--- src/logic/uvcmd_map.vh ---
// constants for the vendor command decoder: codes, field positions, register map
`ifndef UVCMD_MAP_VH
`define UVCMD_MAP_VH

// request-type byte: vendor type, device recipient, direction bit free
`define UVCMD_RT_DIR_BIT      7
`define UVCMD_RT_MASK         8'h7f
`define UVCMD_RT_VENDOR_DEV   8'h40

// request byte: command classes
`define UVCMD_REQ_CONTROL     8'h00
`define UVCMD_REQ_COMM        8'h01
`define UVCMD_REQ_MODE        8'h02

// class codes presented on cmd_class
`define UVCMD_CLS_CONTROL     2'h0
`define UVCMD_CLS_COMM        2'h1
`define UVCMD_CLS_MODE        2'h2

// mode command codes (value field)
`define UVCMD_MODE_PULSE_EN   16'h0000
`define UVCMD_MODE_SPEED_EN   16'h0001
`define UVCMD_MODE_SPEED      16'h0002
`define UVCMD_MODE_SPU_DUR    16'h0003
`define UVCMD_MODE_PRG_DUR    16'h0004
`define UVCMD_MODE_SLEW       16'h0005
`define UVCMD_MODE_W1LT       16'h0006
`define UVCMD_MODE_DSO        16'h0007

// control and communication codes the decoder must know
`define UVCMD_CTL_FETCH       16'h0008
`define UVCMD_CTL_LAST        16'h000a
`define UVCMD_COMM_STRAIGHT   8'h80

// embedded bits in a communication command value field
`define UVCMD_COMM_SPU_BIT    0
`define UVCMD_COMM_PRG_BIT    1
`define UVCMD_COMM_SPD_BIT    2

// pulse-enable parameter bits
`define UVCMD_PE_SPU_BIT      0
`define UVCMD_PE_PRG_BIT      1

// speed codes
`define UVCMD_SPEED_REGULAR   3'h0
`define UVCMD_SPEED_FLEX      3'h1
`define UVCMD_SPEED_FAST      3'h2

// power-up values of the setting registers
`define UVCMD_RST_SPU_DUR     8'h20
`define UVCMD_RST_PRG_DUR     8'h40
`define UVCMD_RST_SLEW        3'h5
`define UVCMD_RST_W1LT        3'h4
`define UVCMD_RST_DSO         3'h4

// register word indices on the avalon slave
`define UVCMD_REG_CTRL        3'h0
`define UVCMD_REG_STATE_A     3'h1
`define UVCMD_REG_STATE_B     3'h2
`define UVCMD_REG_LAST_CODE   3'h3
`define UVCMD_REG_LAST_PARAM  3'h4
`define UVCMD_REG_STALLS      3'h5
`define UVCMD_CTRL_DEC_EN     0

`endif

--- src/logic/uvcmd_decoder.v ---
// vendor command decoder: classifies setup packets, applies mode commands
//
// Local design decisions: the Avalon-MM slave port and the register addresses.
`timescale 1ns/1ps
`default_nettype none
`include "uvcmd_map.vh"

module uvcmd_decoder #(
	parameter ADDR_W = 3
) (
	input  wire              mclk,
	input  wire              reset_n,
	input  wire              setup_valid,
	input  wire [7:0]        setup_req_type,
	input  wire [7:0]        setup_request,
	input  wire [15:0]       setup_value,
	input  wire [15:0]       setup_index,
	input  wire [15:0]       setup_length,
	input  wire              poll_tick,
	input  wire [ADDR_W-1:0] avs_address,
	input  wire              avs_read,
	input  wire              avs_write,
	input  wire [31:0]       avs_writedata,
	output reg  [31:0]       avs_readdata,
	output reg               avs_waitrequest,
	output reg               cmd_valid_ff,
	output reg  [1:0]        cmd_class_ff,
	output reg  [15:0]       cmd_code_ff,
	output reg  [15:0]       cmd_param_ff,
	output reg  [7:0]        cmd_param_ext_ff,
	output reg               cmd_data_stage_ff,
	output reg               comm_spu_ok_ff,
	output reg               comm_prg_ok_ff,
	output reg               comm_spd_ok_ff,
	output reg               ep0_stall_ff,
	output reg               report_valid_ff,
	output reg  [31:0]       report_state_ff
);
	reg         spu_en_ff;
	reg         prg_en_ff;
	reg         spd_chg_en_ff;
	reg         dec_en_ff;
	reg  [15:0] stall_cnt_ff;
	wire [2:0]  speed;
	wire [7:0]  spu_dur;
	wire [7:0]  prg_dur;
	wire [2:0]  slew;
	wire [2:0]  w1lt;
	wire [2:0]  dso;

	// packet qualification
	wire rt_ok    = (setup_req_type & `UVCMD_RT_MASK) == `UVCMD_RT_VENDOR_DEV;
	wire is_ctl   = setup_request == `UVCMD_REQ_CONTROL;
	wire is_comm  = setup_request == `UVCMD_REQ_COMM;
	wire is_mode  = setup_request == `UVCMD_REQ_MODE;
	wire ctl_ok   = setup_value <= `UVCMD_CTL_LAST;
	wire mode_ok  = setup_value <= `UVCMD_MODE_DSO;
	wire known    = rt_ok && ((is_ctl && ctl_ok) || is_comm || (is_mode && mode_ok));
	wire take     = setup_valid && dec_en_ff;
	wire accept   = take && known;
	wire mode_go  = accept && is_mode;
	wire comm_go  = accept && is_comm;
	wire straight = setup_value[7:0] == `UVCMD_COMM_STRAIGHT;
	wire c_spu    = setup_value[`UVCMD_COMM_SPU_BIT];
	wire c_prg    = setup_value[`UVCMD_COMM_PRG_BIT];
	wire c_spd    = setup_value[`UVCMD_COMM_SPD_BIT] && !straight;

	// setting loads: dedicated mode command or embedded comm value
	wire ld_speed = (mode_go && setup_value == `UVCMD_MODE_SPEED) ||
	                (comm_go && c_spd && spd_chg_en_ff);
	wire ld_spu   = (mode_go && setup_value == `UVCMD_MODE_SPU_DUR) ||
	                (comm_go && c_spu && spu_en_ff && !straight);
	wire ld_prg   = (mode_go && setup_value == `UVCMD_MODE_PRG_DUR) ||
	                (comm_go && c_prg && prg_en_ff && !straight);
	wire ld_slew  = mode_go && setup_value == `UVCMD_MODE_SLEW;
	wire ld_w1lt  = mode_go && setup_value == `UVCMD_MODE_W1LT;
	wire ld_dso   = mode_go && setup_value == `UVCMD_MODE_DSO;

	// embedded comm values: speed in index high byte, duration in index low byte
	wire [2:0] nxt_speed = mode_go ? setup_index[2:0] : setup_index[10:8];

	uvcmd_setting #(.WIDTH(3), .RST_VAL(`UVCMD_SPEED_REGULAR)) u_speed (
		.mclk    (mclk),
		.reset_n (reset_n),
		.load    (ld_speed),
		.nxt_val (nxt_speed),
		.val_ff  (speed)
	);
	uvcmd_setting #(.WIDTH(8), .RST_VAL(`UVCMD_RST_SPU_DUR)) u_spu_dur (
		.mclk    (mclk),
		.reset_n (reset_n),
		.load    (ld_spu),
		.nxt_val (setup_index[7:0]),
		.val_ff  (spu_dur)
	);
	uvcmd_setting #(.WIDTH(8), .RST_VAL(`UVCMD_RST_PRG_DUR)) u_prg_dur (
		.mclk    (mclk),
		.reset_n (reset_n),
		.load    (ld_prg),
		.nxt_val (setup_index[7:0]),
		.val_ff  (prg_dur)
	);
	uvcmd_setting #(.WIDTH(3), .RST_VAL(`UVCMD_RST_SLEW)) u_slew (
		.mclk    (mclk),
		.reset_n (reset_n),
		.load    (ld_slew),
		.nxt_val (setup_index[2:0]),
		.val_ff  (slew)
	);
	uvcmd_setting #(.WIDTH(3), .RST_VAL(`UVCMD_RST_W1LT)) u_w1lt (
		.mclk    (mclk),
		.reset_n (reset_n),
		.load    (ld_w1lt),
		.nxt_val (setup_index[2:0]),
		.val_ff  (w1lt)
	);
	uvcmd_setting #(.WIDTH(3), .RST_VAL(`UVCMD_RST_DSO)) u_dso (
		.mclk    (mclk),
		.reset_n (reset_n),
		.load    (ld_dso),
		.nxt_val (setup_index[2:0]),
		.val_ff  (dso)
	);

	wire [31:0] state_a = {13'h0000, speed, 13'h0000, spd_chg_en_ff, prg_en_ff, spu_en_ff};
	wire [31:0] state_b = {5'h00, dso, 1'b0, w1lt, 1'b0, slew, prg_dur, spu_dur};

	// global enables, settable only by mode command; comm bits never reach them
	reg         nxt_spu_en;
	reg         nxt_prg_en;
	reg         nxt_spd_chg_en;

	always @* begin
		nxt_spu_en     = spu_en_ff;
		nxt_prg_en     = prg_en_ff;
		nxt_spd_chg_en = spd_chg_en_ff;
		if (mode_go && setup_value == `UVCMD_MODE_PULSE_EN) begin
			nxt_spu_en = setup_index[`UVCMD_PE_SPU_BIT];
			nxt_prg_en = setup_index[`UVCMD_PE_PRG_BIT];
		end
		if (mode_go && setup_value == `UVCMD_MODE_SPEED_EN) begin
			// any nonzero parameter counts as true
			nxt_spd_chg_en = |setup_index;
		end
	end

	always @(posedge mclk or negedge reset_n) begin
		if (!reset_n) begin
			spu_en_ff     <= 1'b0;
			prg_en_ff     <= 1'b0;
			spd_chg_en_ff <= 1'b0;
		end else begin
			spu_en_ff     <= nxt_spu_en;
			prg_en_ff     <= nxt_prg_en;
			spd_chg_en_ff <= nxt_spd_chg_en;
		end
	end

	// class code from the request byte; unknown classes never reach the register
	reg  [1:0]  nxt_class;

	always @* begin
		case (setup_request)
		`UVCMD_REQ_MODE: begin
			nxt_class = `UVCMD_CLS_MODE;
		end
		`UVCMD_REQ_COMM: begin
			nxt_class = `UVCMD_CLS_COMM;
		end
		default: begin
			nxt_class = `UVCMD_CLS_CONTROL;
		end
		endcase
	end

	// decoded command outputs
	always @(posedge mclk or negedge reset_n) begin
		if (!reset_n) begin
			cmd_valid_ff      <= 1'b0;
			cmd_class_ff      <= `UVCMD_CLS_CONTROL;
			cmd_code_ff       <= 16'h0000;
			cmd_param_ff      <= 16'h0000;
			cmd_param_ext_ff  <= 8'h00;
			cmd_data_stage_ff <= 1'b0;
			comm_spu_ok_ff    <= 1'b0;
			comm_prg_ok_ff    <= 1'b0;
			comm_spd_ok_ff    <= 1'b0;
			ep0_stall_ff      <= 1'b0;
		end else begin
			cmd_valid_ff <= accept;
			ep0_stall_ff <= take && !known;
			if (accept) begin
				cmd_class_ff <= nxt_class;
				cmd_param_ff <= setup_index;
				if (is_comm && straight) begin
					cmd_code_ff      <= {8'h00, setup_value[7:0]};
					cmd_param_ext_ff <= setup_value[15:8];
				end else begin
					cmd_code_ff      <= setup_value;
					cmd_param_ext_ff <= 8'h00;
				end
				// data stage only for the fetch command, and only when setup_length is nonzero
				cmd_data_stage_ff <= is_ctl && setup_value == `UVCMD_CTL_FETCH &&
				                     setup_length != 16'h0000;
				comm_spu_ok_ff <= is_comm && !straight && c_spu && spu_en_ff;
				comm_prg_ok_ff <= is_comm && !straight && c_prg && prg_en_ff;
				comm_spd_ok_ff <= is_comm && c_spd && spd_chg_en_ff;
			end
		end
	end

	// state report at each interrupt polling interval
	always @(posedge mclk or negedge reset_n) begin
		if (!reset_n) begin
			report_valid_ff <= 1'b0;
			report_state_ff <= 32'h00000000;
		end else begin
			report_valid_ff <= poll_tick;
			if (poll_tick) begin
				report_state_ff <= state_a;
			end
		end
	end

	// avalon slave: one wait cycle, answer at the second edge
	wire wr_take = avs_write && !avs_waitrequest;

	// read mux ahead of the data register, so readdata lands with the answer
	reg  [31:0] nxt_readdata;

	always @* begin
		case (avs_address)
		`UVCMD_REG_CTRL: begin
			nxt_readdata = {31'h00000000, dec_en_ff};
		end
		`UVCMD_REG_STATE_A: begin
			nxt_readdata = state_a;
		end
		`UVCMD_REG_STATE_B: begin
			nxt_readdata = state_b;
		end
		`UVCMD_REG_LAST_CODE: begin
			nxt_readdata = {14'h0000, cmd_class_ff, cmd_code_ff};
		end
		`UVCMD_REG_LAST_PARAM: begin
			nxt_readdata = {8'h00, cmd_param_ext_ff, cmd_param_ff};
		end
		`UVCMD_REG_STALLS: begin
			nxt_readdata = {16'h0000, stall_cnt_ff};
		end
		default: begin
			// unmapped words read as zero
			nxt_readdata = 32'h00000000;
		end
		endcase
	end

	always @(posedge mclk or negedge reset_n) begin
		if (!reset_n) begin
			avs_waitrequest <= 1'b1;
			avs_readdata    <= 32'h00000000;
		end else if (!avs_waitrequest) begin
			avs_waitrequest <= 1'b1;
		end else if (avs_read || avs_write) begin
			avs_waitrequest <= 1'b0;
			if (avs_read) begin
				avs_readdata <= nxt_readdata;
			end
		end
	end

	// control register and stall counter; counter saturates rather than wraps
	always @(posedge mclk or negedge reset_n) begin
		if (!reset_n) begin
			dec_en_ff    <= 1'b1;
			stall_cnt_ff <= 16'h0000;
		end else begin
			if (wr_take && avs_address == `UVCMD_REG_CTRL) begin
				dec_en_ff <= avs_writedata[`UVCMD_CTRL_DEC_EN];
			end
			if (wr_take && avs_address == `UVCMD_REG_STALLS) begin
				stall_cnt_ff <= 16'h0000;
			end else if (ep0_stall_ff && stall_cnt_ff != 16'hffff) begin
				stall_cnt_ff <= stall_cnt_ff + 16'h0001;
			end
		end
	end
endmodule
`default_nettype wire

--- src/logic/uvcmd_setting.v ---
// one loadable setting register with its own power-up value
`timescale 1ns/1ps
`default_nettype none
module uvcmd_setting #(
	parameter             WIDTH   = 3,
	parameter [WIDTH-1:0] RST_VAL = {WIDTH{1'b0}}
) (
	input  wire             mclk,
	input  wire             reset_n,
	input  wire             load,
	input  wire [WIDTH-1:0] nxt_val,
	output reg  [WIDTH-1:0] val_ff
);
	always @(posedge mclk or negedge reset_n) begin
		if (!reset_n) begin
			val_ff <= RST_VAL;
		end else if (load) begin
			val_ff <= nxt_val;
		end
	end
endmodule
`default_nettype wire

--- config.mk ---
export PLATFORM = sky130hd
export DESIGN_NAME = uvcmd_decoder
export DESIGN_NICKNAME = d
export VERILOG_FILES = /design/src/logic/uvcmd_decoder.v /design/src/logic/uvcmd_setting.v
export VERILOG_INCLUDE_DIRS = /design/src /design/src/logic
export SDC_FILE = /design/constraint.sdc
export NUM_CORES = 1
export LEC_CHECK = 0
export BUFFER_PORTS_ARGS = -buffer_cell sky130_fd_sc_hd__buf_2
export CORE_MARGIN = 2
export CORE_UTILIZATION = 54
export CTS_CLUSTER_DIAMETER = 40
export DETAILED_ROUTE_END_ITERATION = 8
export GPL_TIMING_DRIVEN = 0
export PLACE_DENSITY_LB_ADDON = 0.25
export SLEW_MARGIN = 20
export SYNTH_ARGS = -nofsm -noshare
export SYNTH_HDL_FRONTEND = slang
export SYNTH_SLANG_ARGS = --single-unit
--- constraint.sdc ---
create_clock -name mclk -period 5.1 [get_ports mclk]
set_input_delay 0.765 -clock mclk [delete_from_list [all_inputs] [get_ports mclk]]
set_output_delay 0.765 -clock mclk [all_outputs]
set_load 0.1 [all_outputs]
== Word level (Yosys, flattened, before mapping) ==
Cells that the tools add are included.
W data, S select, Z words.

* Add/sub/neg operators: 1
* Order comparisons: 2
* Eq/ne operators: 18
* Multiplexer cells: 9
* Reductions and logical operators: 55

{| class="wikitable"
|+ Operator list
! cell !! number
|-
| $pmux W27 S6 || 1
|-
| $eq A16 B3 Y1 const B || 4
|-
| $mux W16 || 3
|-
| $logic_and A1 B1 Y1 || 39
|-
| $eq A16 B2 Y1 const B || 2
|-
| $add A16 B1 Y16 const B || 1
|-
| $eq A16 B1 Y1 const B || 1
|-
| $eq A16 B4 Y1 const B || 1
|-
| $le A16 B3 Y1 const B || 1
|-
| $le A16 B4 Y1 const B || 1
|-
| $logic_not A16 Y1 || 1
|-
| $ne A16 B16 Y1 const B || 1
|-
| $reduce_bool A16 Y1 || 1
|-
| $reduce_or A16 Y1 || 1
|-
| $eq A8 B1 Y1 const B || 1
|-
| $eq A8 B2 Y1 const B || 1
|-
| $eq A8 B8 Y1 const B || 1
|-
| $logic_not A8 Y1 || 1
|-
| $mux W8 || 1
|-
| $eq A7 B7 Y1 const B || 1
|-
| $eq A3 B2 Y1 const B || 2
|-
| $eq A3 B3 Y1 const B || 2
|-
| $logic_or A1 B1 Y1 || 6
|-
| $pmux W2 S2 || 1
|-
| other kinds (7) || 10
|}

* Register bits after elaboration: 136
* Output and inout port bits: 114
* Word-level logic and storage cells: 110

== Longest topological paths before layout ==
* Depth in word-level cells: 11
* Depth in mapped cells: 8

== Cells and area by module ==
Synthesis repeated with hierarchy kept, for this count alone.

* Cells, all modules: 584
* Area, all modules: 6526.3 sq um

{| class="wikitable"
|+ By module, submodules not included
! module !! times used !! cells each !! area an instance (sq um)
|-
| uvcmd_decoder || 1 || 526 || 5420.2
|-
| uvcmd_setting at u_prg_dur ... || 2 || 17 || 332.8
|-
| uvcmd_setting at u_dso ... || 2 || 6 || 110.1
|-
| uvcmd_setting at u_slew || 1 || 6 || 111.4
|-
| uvcmd_setting at u_speed || 1 || 6 || 108.9
|}

== Worst setup path before layout ==
No wires, ideal clock.

* Path type: input to register
* From: input setup_value[9]
* To: register cmd_code_ff[3]
* Arrival: 2.589 ns
* Data required time: 4.974 ns
* Slack: 2.386 ns
* Stages on the path: 6
* Cell sequence: nor4_2 nand4_2 o31a_1 nor3_1 buf_4 mux2_2

* Cells in the longest elaborated chain, start to end: 6
* Elaborated cells between the ends (all ways): 8

{| class="wikitable"
|+ RTL lines
! what !! line !! RTL
|-
| start, declared || uvcmd_decoder.v:16 || <nowiki>input wire [15:0] setup_value,</nowiki>
|-
| $le A16 B4 Y1 (no line) || - ||
|-
| $logic_and A1 B1 Y1 || uvcmd_decoder.v:58 || <nowiki>wire known = rt_ok && ((is_ctl && ctl_ok) || is_comm || (is_mode && mode_ok));</nowiki>
|-
| $logic_or A1 B1 Y1 || uvcmd_decoder.v:58 ||
|-
| $logic_or A1 B1 Y1 (*) || uvcmd_decoder.v:58 ||
|-
| $logic_and A1 B1 Y1 (*) || uvcmd_decoder.v:58 ||
|-
| $logic_and A1 B1 Y1 (*) || uvcmd_decoder.v:60 || <nowiki>wire accept = take && known;</nowiki>
|-
| end signal, assigned || uvcmd_decoder.v:196 || <nowiki>cmd_code_ff <= {8'h00, setup_value[7:0]};</nowiki>
|-
| end signal, assigned || uvcmd_decoder.v:199 || <nowiki>cmd_code_ff <= setup_value;</nowiki>
|-
| end, declared || uvcmd_decoder.v:28 || <nowiki>output reg [15:0] cmd_code_ff,</nowiki>
|}

Mark *: on every way between the ends. The rest lies on a longest branch, timed or not.
A chain may end at the register's enable or synchronous reset.

== Worst setup path in the final report ==
* From: input setup_value[6]
* To: register cmd_code_ff[3]

The elaborated chain is that of the path after synthesis.

==> metrics.csv <==
metric,value,unit
start_kind,input port,
die_h,113,µm
cts.sinks,131,
synth_edf_count,0,
cts-root-buf,clkbuf_16,
max_freq,0.274,GHz
yosysUniqueCellTypes,50,
required,5.40,ns
layout_commonest_cell,buf_2,
ant_nets,0,
rsz0062_at_grt,no,
core_area,0.0115,mm²
wl_met2,8.57,mm
die_x,113,µm
n_fill_cell,894,
final_util,70.0,%
cts_made_buffers,17,
hold_viol,0,
top_layer_used,met5,
final_cell_mix,"148 x buf_2, 123 x dfrtp_1, 55 x mux2_2",
power.density,360,mW/mm²
clock_latency,0.42,ns
ff_latch_area,0.00329,mm²
syn-cell-area,0.00638,mm²
first_iter_violations,559,
grt_pass1_vias,5388,
dieArea,0.0127,mm²
drv_cap,0,
max_slew_margin,31.6,%
grt_pass1_wl,28.7,mm
cts_resized,0,
worst-path-max-fanout,10,
postCtsSetupRepairBufs,0,
route.detailed.drc,0,
vias,5608,
skew,0.00964,ns
grt_max_degree,67,
worstReg2RegStart,dec_en_ff$_DFFE_PN1P_,
final_nets,885,
grt_antenna_before_repair,2,
status,"finished, final reports clean",
syn_inst,580,
clock_path_buffers,2,
routed_wl,18.3,mm
area.growth.synth_to_final,25.8,%
wl_per_cell,19.5,µm
setup_tns,0,ns
drv_slew,0,
hold_buffers,0,
critPathKind,input port to flop,
multi_input_area,0.00278,mm²
worst_setup_path_end_kind,flop,
cts_max_level,4,
cts_tree,yes,
via_per_inst,5.99,
vdd_drop_max,0.221,mV
drt-met1-wl,7.47,mm
place.gp.congestion,0.921,
port_buffers,149,
finalInstanceArea,0.00803,mm²
synth_warnings,0,
ys.flop_type,dfrtp_1,
syn_avg_cell_area,11.0,µm²
min_period,3.65,ns
row_count,39,
hold_path.class,input port to asynchronous set/reset pin,
arrival,3.95,ns
synth_seq_cells,131,
finalSetupViolations,0,
drt_first_pass_iters,5,
initial_utilization,55.6,%
drive_gt1_share,36.6,%
io_pins,219,
dpl.hpwl,13.7,mm
crit_path_start,setup_value[6],
async_flop_share,100,%
yosysSeqAreaShare,51.5,%
rrSetupSlack,2.46,ns
worstMarginPinSlew,1.02,ns
finalCritPeriodShare,71.6,%
grt.total_usage,29.4,%
dr_wl_met3,1.65,mm
clk_pin_slew,0.05,ns
postPlaceCellArea,0.00745,mm²
overflow,0,
p_leak,4.06,nW
==> final cells by class <==
cell class,count,share of cell area (%)
Sequential cell,131,41.0
Tap cell,143,2.23
Multi-Input combinational cell,403,34.6
Timing Repair Buffer,150,9.71
Clock inverter,10,1.36
Antenna cell,1,0.0312
Buffer,66,4.86
Inverter,10,0.468
Clock buffer,22,5.78
==> cells in the mapped netlist (3+ instances only) <==
library cell | number | area share, %
nand2b_1 | 3 | 0.29
a22oi_1 | 12 | 1.4
xnor2_1 | 4 | 0.55
nor3_1 | 12 | 0.94
clkbuf_1 | 30 | 1.8
buf_4 | 32 | 3.8
o31ai_1 | 9 | 1.1
a221oi_1 | 16 | 2.2
nand2_1 | 41 | 2.4
and4_1 | 5 | 0.69
xor2_1 | 7 | 0.96
or3_1 | 5 | 0.49
nand4_1 | 11 | 1.1
nor4_1 | 14 | 1.4
a21oi_1 | 17 | 1.3
nor2b_1 | 4 | 0.39
mux2_4 | 9 | 2.1
mux2_2 | 55 | 9.7
a22o_1 | 23 | 3.2
o21ai_0 | 50 | 3.9
mux2i_1 | 3 | 0.47
inv_1 | 10 | 0.59
nor2_1 | 23 | 1.4
dfrtp_1 | 123 | 48
buf_6 | 3 | 0.53
dfstp_2 | 8 | 3.3
nor3b_1 | 5 | 0.59
nand3_1 | 10 | 0.78
or4_1 | 4 | 0.47
and2_1 | 6 | 0.59
==> path summary, 6_finish.rpt <==
check,endpoint,cells after the start
min,cmd_param_ext_ff[6]$_DFFE_PN0N_,1
min reg2reg,avs_readdata[23]$_DFFE_PN0P_,2
max reg2reg,cmd_code_ff[3]$_DFFE_PN0N_,4
max in group asynchronous,u_spu_dur.val_ff[5]$_DFFE_PN1P_,2
max,cmd_code_ff[3]$_DFFE_PN0N_,7
min in group mclk,report_valid_ff$_DFF_PN0_,1
==> logic make-up (layout without fill, tap and decap cells) <==
kind of cell               Yosys count  in the layout  synth area share, %
AOI/OAI and AO/OA                  140            140                 14.7
xor gates and xnor gates            11             11                 1.51
adders and majority gates            1              1                0.196
buffers and inverters               76            258                 6.71
DFF                                131            131                 51.5
muxes                               68             68                 12.6
other                                1             32               0.0588
and+or+nand+nor                    152            152                 12.7
==> metrics by stage <==
stage	std cells	total power [W]	hold WS [ns]	setup slack, ns
3_5_place_dp	903	0.00172	0.470	1.18
4_1_cts	935	0.00289	0.380	1.61
3_3_place_gp	902	0.00170	0.457	1.21
6_report	936	0.00289	0.341	1.45
5_1_grt	936	0.00299	0.392	1.52
2_1_floorplan	610	0.00157	0.469	2.39
==> critical path, stage by stage <==
cell and delay [ns]:
buf_2 0.10, nor3_1 0.62, nand4_2 0.39, o31a_1 0.49, nor3_1 0.85, buf_4 0.37
mux2_2 0.36
==> power by group <==
group	leakage [nW]	switching (W)	internal, W	total [W]
Clock	0.280	0.000441	0.000740	0.00118
Sequential	1.76	0.0000866	0.00111	0.00119
Combinational	2.02	0.000389	0.000127	0.000516
Total	4.06	0.000917	0.00197	0.00289
==> sequential cells by signal, indices dropped and copies added (netlist names), 2 cells and up <==
| register | cells |
|---|---|
| u_w1lt.val_ff | 3 |
| avs_readdata | 27 |
| report_state_ff | 6 |
| u_prg_dur.val_ff | 8 |
| u_dso.val_ff | 3 |
| cmd_param_ext_ff | 8 |
| cmd_code_ff | 16 |
| stall_cnt_ff | 16 |
| cmd_class_ff | 2 |
| u_slew.val_ff | 3 |
| cmd_param_ff | 16 |
| u_speed.val_ff | 3 |
| u_spu_dur.val_ff | 8 |
==> per-layer routing <==
| layer | up-vias | track usage (%) |
|---|---|---|
| met1 | 2712 | 40.8 |
| met5 | - | 0 |
| li1 | 2502 | - |
| met2 | 343 | 44.6 |
| met3 | 49 | 7.28 |
| met4 | 2 | 12.5 |
Note: power is estimated with default switching activity, not from simulation.
